--- src/dsfh_pkg.sv ---
// Package of constants and types for the DRAM ECC scrub and fixed hole block
//
// Behaviour
// RL1: Init mode writes every line back to back
// RL2: Scrub mode reads, corrects one line per interval
// RL3: Config bit 2 selects init or scrub
// RL4: Config bit 0 enables the engine
// RL5: Read-only bit 3 flags init complete
// RL6: Software inits, polls done, then scrubs or disables
// RL7: Hole enable routes 15-16 MB to hub port
// RL8: Hidden DRAM is not relocated, only unreachable
// RL9: Both config registers reset to zero
package dsfh_pkg;

	// ----------------------------------------
	// Register map
	// ----------------------------------------
	localparam logic [7:0] DSFH_ADDR_SCRUB_CFG = 8'h52;
	localparam logic [7:0] DSFH_ADDR_HOLE_CTL = 8'h58;
	localparam logic [7:0] DSFH_ADDR_IRQ_STAT = 8'h70;
	localparam logic [7:0] DSFH_ADDR_IRQ_MASK = 8'h71;

	localparam int DSFH_CFG_EN_BIT = 0;
	localparam int DSFH_CFG_MODE_BIT = 2;
	localparam int DSFH_CFG_DONE_BIT = 3;
	localparam int DSFH_HOLE_EN_BIT = 7;

	localparam logic [15:0] DSFH_CFG_RESET = 16'h0000;
	localparam logic [7:0] DSFH_HOLE_RESET = 8'h00;

	// Interrupt status bits
	localparam int DSFH_IRQ_INIT_DONE = 0;
	localparam int DSFH_IRQ_CORR = 1;
	localparam int DSFH_IRQ_UNCORR = 2;
	localparam int DSFH_IRQ_W = 3;

	// ----------------------------------------
	// Address space and timing
	// ----------------------------------------
	localparam int DSFH_LINE_AW = 28;
	localparam int DSFH_HADDR_W = 34;
	localparam logic [33:0] DSFH_HOLE_LO = 34'h00F00000;
	localparam logic [33:0] DSFH_HOLE_HI = 34'h01000000;
	localparam int DSFH_CLK_MHZ = 100;
	localparam int DSFH_SCRUB_CLOCKS = 32000;
	localparam int DSFH_SCRUB_CYC = DSFH_SCRUB_CLOCKS;
	localparam int DSFH_TMR_W = 15;

	typedef enum logic [1:0] {DSFH_IDLE, DSFH_WAIT, DSFH_ISSUE, DSFH_RESP} dsfh_state_t;

endpackage

--- src/dsfh_scrub.sv ---
// DRAM ECC init and scrub engine with fixed hole control
//
// Design decision made here: strobed register access.
`timescale 1ns/1ps
module dsfh_scrub (
	// Clock and reset
	input wire logic core_clk,
	input wire logic rst_n,
	// Register port
	input wire logic [7:0] reg_addr,
	input wire logic [15:0] reg_wdata,
	input wire logic reg_wr,
	input wire logic reg_rd,
	output logic [15:0] reg_rdata,
	// Memory size in lines, last line index
	input wire logic [dsfh_pkg::DSFH_LINE_AW-1:0] mem_last_line,
	// Memory request to DRAM engine
	output logic mem_req,
	output logic mem_we,
	output logic [dsfh_pkg::DSFH_LINE_AW-1:0] mem_line,
	input wire logic mem_ack,
	// Read response of a scrub read
	input wire logic mem_rsp,
	input wire logic mem_corr,
	input wire logic mem_uncorr,
	// Host access steering
	input wire logic [dsfh_pkg::DSFH_HADDR_W-1:0] host_addr,
	input wire logic host_valid,
	output logic host_to_hub,
	output logic host_to_dram,
	// Interrupt
	output logic irq
);
	import dsfh_pkg::*;

	// ----------------------------------------
	// State
	// ----------------------------------------
	typedef struct packed {
		logic en;
		logic mode;
		logic done;
		logic hole_en;
		logic [DSFH_IRQ_W-1:0] stat;
		logic [DSFH_IRQ_W-1:0] mask;
		dsfh_state_t st;
		logic [DSFH_LINE_AW-1:0] line;
		logic [DSFH_TMR_W-1:0] tmr;
		logic [15:0] rdata;
	} dsfh_regs_t;

	dsfh_regs_t cur_ff;
	dsfh_regs_t nxt_ff;
	logic [15:0] cfg_view;
	logic [7:0] hole_view;
	logic last;

	assign cfg_view = {12'h000, cur_ff.done, cur_ff.mode, 1'b0, cur_ff.en};
	assign hole_view = {cur_ff.hole_en, 7'h00};
	assign last = (cur_ff.line == mem_last_line);

	// ----------------------------------------
	// Next state
	// ----------------------------------------
	always_comb begin
		nxt_ff = cur_ff;
		nxt_ff.rdata = 16'h0000;
		if (reg_rd) begin
			case (reg_addr)
				DSFH_ADDR_SCRUB_CFG: nxt_ff.rdata = cfg_view;
				DSFH_ADDR_HOLE_CTL: nxt_ff.rdata = {8'h00, hole_view};
				DSFH_ADDR_IRQ_STAT: begin
					nxt_ff.rdata = {13'h0000, cur_ff.stat};
					nxt_ff.stat = '0;
				end
				DSFH_ADDR_IRQ_MASK: nxt_ff.rdata = {13'h0000, cur_ff.mask};
				default: nxt_ff.rdata = 16'h0000;
			endcase
		end
		if (reg_wr) begin
			case (reg_addr)
				DSFH_ADDR_SCRUB_CFG: begin
					nxt_ff.en = reg_wdata[DSFH_CFG_EN_BIT]; // see RL4
					nxt_ff.mode = reg_wdata[DSFH_CFG_MODE_BIT]; // see RL3
				end
				DSFH_ADDR_HOLE_CTL: nxt_ff.hole_en = reg_wdata[DSFH_HOLE_EN_BIT]; // see RL7
				DSFH_ADDR_IRQ_MASK: nxt_ff.mask = reg_wdata[DSFH_IRQ_W-1:0];
				default: ;
			endcase
		end
		// Engine; disable at any time drops back to idle after the open request
		case (cur_ff.st)
			DSFH_IDLE: begin
				if (cur_ff.en) begin // see RL4
					if (!cur_ff.mode && !cur_ff.done) begin
						nxt_ff.line = '0;
						nxt_ff.st = DSFH_ISSUE; // see RL1
					end else if (cur_ff.mode) begin
						nxt_ff.tmr = DSFH_TMR_W'(DSFH_SCRUB_CYC - 1);
						nxt_ff.st = DSFH_WAIT; // see RL2
					end
				end
			end
			DSFH_WAIT: begin
				if (!cur_ff.en || !cur_ff.mode)
					nxt_ff.st = DSFH_IDLE;
				else if (cur_ff.tmr == '0) begin
					nxt_ff.tmr = DSFH_TMR_W'(DSFH_SCRUB_CYC - 1);
					nxt_ff.st = DSFH_ISSUE; // see RL2
				end else
					nxt_ff.tmr = cur_ff.tmr - 1'b1;
			end
			DSFH_ISSUE: begin
				if (cur_ff.tmr != '0)
					nxt_ff.tmr = cur_ff.tmr - 1'b1;
				if (mem_ack) begin
					if (cur_ff.mode)
						nxt_ff.st = DSFH_RESP; // see RL2
					else if (last) begin
						nxt_ff.done = 1'b1; // see RL5
						nxt_ff.stat[DSFH_IRQ_INIT_DONE] = 1'b1;
						nxt_ff.st = DSFH_IDLE;
					end else begin
						// Back to back: next line issued without a gap
						nxt_ff.line = cur_ff.line + 1'b1; // see RL1
						if (!cur_ff.en || cur_ff.mode)
							nxt_ff.st = DSFH_IDLE;
					end
				end
			end
			DSFH_RESP: begin
				if (cur_ff.tmr != '0)
					nxt_ff.tmr = cur_ff.tmr - 1'b1;
				if (mem_rsp) begin
					if (mem_corr)
						nxt_ff.stat[DSFH_IRQ_CORR] = 1'b1;
					if (mem_uncorr)
						nxt_ff.stat[DSFH_IRQ_UNCORR] = 1'b1;
					nxt_ff.line = last ? '0 : cur_ff.line + 1'b1; // see RL2
					nxt_ff.st = (cur_ff.en && cur_ff.mode) ? DSFH_WAIT : DSFH_IDLE;
				end
			end
			default: nxt_ff.st = DSFH_IDLE;
		endcase
	end

	// ----------------------------------------
	// Registers
	// ----------------------------------------
	always_ff @(posedge core_clk or negedge rst_n) begin
		if (!rst_n) begin
			cur_ff.en <= DSFH_CFG_RESET[DSFH_CFG_EN_BIT]; // see RL9
			cur_ff.mode <= DSFH_CFG_RESET[DSFH_CFG_MODE_BIT];
			cur_ff.done <= DSFH_CFG_RESET[DSFH_CFG_DONE_BIT];
			cur_ff.hole_en <= DSFH_HOLE_RESET[DSFH_HOLE_EN_BIT];
			cur_ff.stat <= '0;
			cur_ff.mask <= '0;
			cur_ff.st <= DSFH_IDLE;
			cur_ff.line <= '0;
			cur_ff.tmr <= '0;
			cur_ff.rdata <= 16'h0000;
		end else begin
			cur_ff <= nxt_ff;
		end
	end

	// ----------------------------------------
	// Outputs
	// ----------------------------------------
	// Scrub correction write-back is left to the DRAM engine on the read
	assign mem_req = (cur_ff.st == DSFH_ISSUE);
	assign mem_we = !cur_ff.mode;
	assign mem_line = cur_ff.line;
	assign reg_rdata = cur_ff.rdata;
	assign irq = |(cur_ff.stat & cur_ff.mask);

	dsfh_hole_dec u_hole (
		.hole_en(cur_ff.hole_en),
		.host_addr(host_addr),
		.host_valid(host_valid),
		.to_hub(host_to_hub),
		.to_dram(host_to_dram)
	);

endmodule // dsfh_scrub

--- src/dsfh_hole_dec.sv ---
// Fixed hole decoder steering host accesses
`timescale 1ns/1ps
module dsfh_hole_dec (
	// Control
	input wire logic hole_en,
	// Host access
	input wire logic [dsfh_pkg::DSFH_HADDR_W-1:0] host_addr,
	input wire logic host_valid,
	// Steering
	output logic to_hub,
	output logic to_dram
);
	import dsfh_pkg::*;

	logic in_hole;

	// DRAM behind the hole is simply not reached; no remapping of addresses
	assign in_hole = (host_addr >= DSFH_HOLE_LO) && (host_addr < DSFH_HOLE_HI); // see RL8
	assign to_hub = host_valid && hole_en && in_hole; // see RL7
	assign to_dram = host_valid && !(hole_en && in_hole); // see RL7

endmodule // dsfh_hole_dec

--- config.mk ---
export PLATFORM = sky130hd
export DESIGN_NAME = dsfh_scrub
export DESIGN_NICKNAME = d
export VERILOG_FILES = /design/src/dsfh_pkg.sv /design/src/dsfh_scrub.sv /design/src/dsfh_hole_dec.sv
export SDC_FILE = /design/constraint.sdc
export NUM_CORES = 1
export LEC_CHECK = 0
export BUFFER_PORTS_ARGS = -buffer_cell sky130_fd_sc_hd__buf_2
export CAP_MARGIN = 30
export CORE_ASPECT_RATIO = 0.75
export CORE_MARGIN = 1.5
export CORE_UTILIZATION = 45
export DETAILED_ROUTE_END_ITERATION = 10
export PLACE_DENSITY = 0.7
export SYNTH_ARGS = -nofsm -noshare
export SYNTH_HDL_FRONTEND = slang
export SYNTH_SLANG_ARGS = --single-unit
--- constraint.sdc ---
create_clock -name core_clk -period 4.75 [get_ports core_clk]
set_input_delay 0.7125 -clock core_clk [delete_from_list [all_inputs] [get_ports core_clk]]
set_output_delay 0.7125 -clock core_clk [all_outputs]
set_load 0.05 [all_outputs]
==> results.toml <==
[outcome]
outcome = "completed"

[yosys]
synthFlopType = "dfrtp_1"
synth_edf_count = 0
syn_avg_cell_area_um2 = 8.88
yosysSeqAreaShare_pct = 35.6
syn_area_um2 = 4220
async_flop_share_pct = 100
ys_ff_latch = 60
yosys.cell_types.count = 65
syn_inst = 475
yosys_warnings = 0

[global_route]
antenna_found_initial = 0
grt_pass1_vias = 3265
grt_usage_pct = 21.3
grt_overflow = 0
grt_pass1_wl_mm = 16.5
grt_max_degree = 61

[critical_path]
crit_buf_inv = 1
cp_top_family = "compound AO/OA/AOI/OAI gates"
start_kind = "input pin"
crit_slowest_cell = "a21o_1"
arrival_ps = 3010
timing_worst_setup_path_type = "input pin to register"
crit_fanout = 25
slowest_delay_ps = 760
end_kind = "register"
worstPathRequired_ps = 5000
crit_chain = "buf_2, xnor2_1, nand4_1, nor4_4, a21o_1, o21ai_0, o21ai_1"

[cts]
cts.sink_count = 60
clk_pin_slew_ps = 50
insertion_delay_ps = 330
post_cts_buffers = 0
cts_tree = "yes"
cts_made_buffers = 9
max-clock-path-buffers = 2
cts-resized-gates = 0
postCtsHoldBufs = 0
cts-root-buf = "clkbuf_16"
h-tree-depth = 3

[sta]
rsz0062_at_grt = "false"
hold_viol = 0
period_share_pct = 58.1
worst_pin_slew_ps = 898
maxSlewViolCount = 0
fin_setup_tns_ps = 0
slew_headroom_pct = 40.1
fmax_mhz = 362
finalWorstPathRequiredPeriod_ps = 2760
clock_skew_ps = 7.81
setup_violations = 0

[min_path]
hp-class = "register to register"

[finish]
stdcell_area_um2 = 4810
final_nets = 628
layout-drive-gt1-share_pct = 25.1
antennaDiodeCount = 0
final_common_cell = "buf_2"
final_cell_mix = "100 x buf_2, 60 x dfrtp_1, 49 x nand2_1"
area_delta_synth_final_pct = 14.0

[drt]
antenna_left = 0
first_pass_iters = 4
drtIter0Drc = 289
via_per_inst = 5.53
drc = 0
dr_total_vias = 3662
wl_mm = 10.5
wl_per_cell_um = 15.8

[power]
p_per_area_nw_per_um2 = 422
peakVddDrop_v = 0.000321
p_leak_nw = 2.23

[placement]
dp_hpwl_mm = 7.54
postPlaceCellArea_um2 = 4490
gp_congestion = 0.828
io_buffer_count = 100

[floorplan]
placementRows = 30
die_h_um = 86.9
core_um2 = 9080
ios = 144
die_x_um = 115
initial_core_util_pct = 46.5
die-area_um2 = 9970

[run]
maxCapViolCount = 0
[Yosys cell counts, drive strengths merged, types with 8 or more instances]
library cell   n  area (um2)
a21oi         24         124
a221o          9        90.1
and3          12        75.1
buf           60         418
clkbuf         8        30.0
dfrtp         60        1500
inv           11        41.3
mux2i          8        80.1
nand2         50         190
nand3         21         105
nand4         13        81.3
nor2          26         100
nor3           9        56.3
nor4          10        83.8
o21ai         24         120
xnor2         21         184
xor2          15         131
[worst reg2reg max path: stages, from the launching register on]
cell and delay [ps]:
dfrtp_1 440, xnor2_1 400, nand4_1 280, nor4_4 460
a21o_1 770, o21ai_0 200, o21ai_1 120
[power by group]
part | internal (mW) | switching [mW] | total [mW]
clock network | 0.483 | 0.226 | 0.710
registers | 0.577 | 0.140 | 0.717
logic | 0.203 | 0.400 | 0.603
total | 1.26 | 0.766 | 2.03
[sequential cells by signal, summed over array words and instances, names as in the netlist]
register / flops
reg_rdata: 5
cfg_view: 3
mem_line: 28
cur_ff: 24
[cell families after synthesis]
| group | Yosys count | share of synthesized area [%] |
|---|---|---|
| other | 1 | 0.0889 |
| buffers and inverters | 79 | 11.6 |
| XOR/XNOR | 36 | 7.47 |
| adder cells (fa/ha/maj) | 3 | 0.890 |
| AND/OR/NAND/NOR | 179 | 23.0 |
| AO/OA/AOI/OAI | 102 | 17.6 |
| multiplexers | 15 | 3.77 |
| flip-flops | 60 | 35.6 |
[cell type report]
cell class,count,area [um2]
tap,128,160
timing repair buffer,102,515
clock buffer,11,253
fill,878,4270
clock inverter,4,72.6
inverter,11,41.3
multi-input combinational,346,2270
sequential,60,1500
[stage by stage]
step                hold WS (ps)  setup slack (ps)  power (mW)  instances  util (%)
global placement             506              1780        1.30        647      49.4
finish                       529              1990        2.03        662      53.0
floorplan                    417              2190        1.19        485         -
global route                 533              1920        2.14        662      53.0
detailed placement           515              1760        1.32        647      49.4
CTS                          530              2090        2.04        662      53.0
[final timing paths]
| path | startpoint | to | slack (ps) | depth (start not counted) |
|---|---|---|---|---|
| setup / recovery | mem_last_line[21] | mem_line[6]$_DFFE_PN0P_ | 1990 | 7 |
| hold / removal | cur_ff[64]$_DFF_PN0_ | cur_ff[64]$_DFF_PN0_ | 530 | 1 |
| setup reg to reg | mem_line[21]$_DFFE_PN0P_ | mem_line[6]$_DFFE_PN0P_ | 2020 | 6 |
| hold reg to reg | cur_ff[64]$_DFF_PN0_ | cur_ff[64]$_DFF_PN0_ | 530 | 1 |
| max in group asynchronous | rst_n | cur_ff[19]$_DFFE_PN0P_ | 3690 | 2 |
| min in group asynchronous | rst_n | mem_line[23]$_DFFE_PN0P_ | 540 | 2 |
[layer usage]
metal	wire (um)	vias to the layer above	track usage [%]
met5	0	-	0
li1	-	1781	-
met1	5120	1767	31.3
met2	4720	109	31.9
met3	577	5	5.36
met4	42	0	4.26
Note: power is estimated with default switching activity, not from simulation.
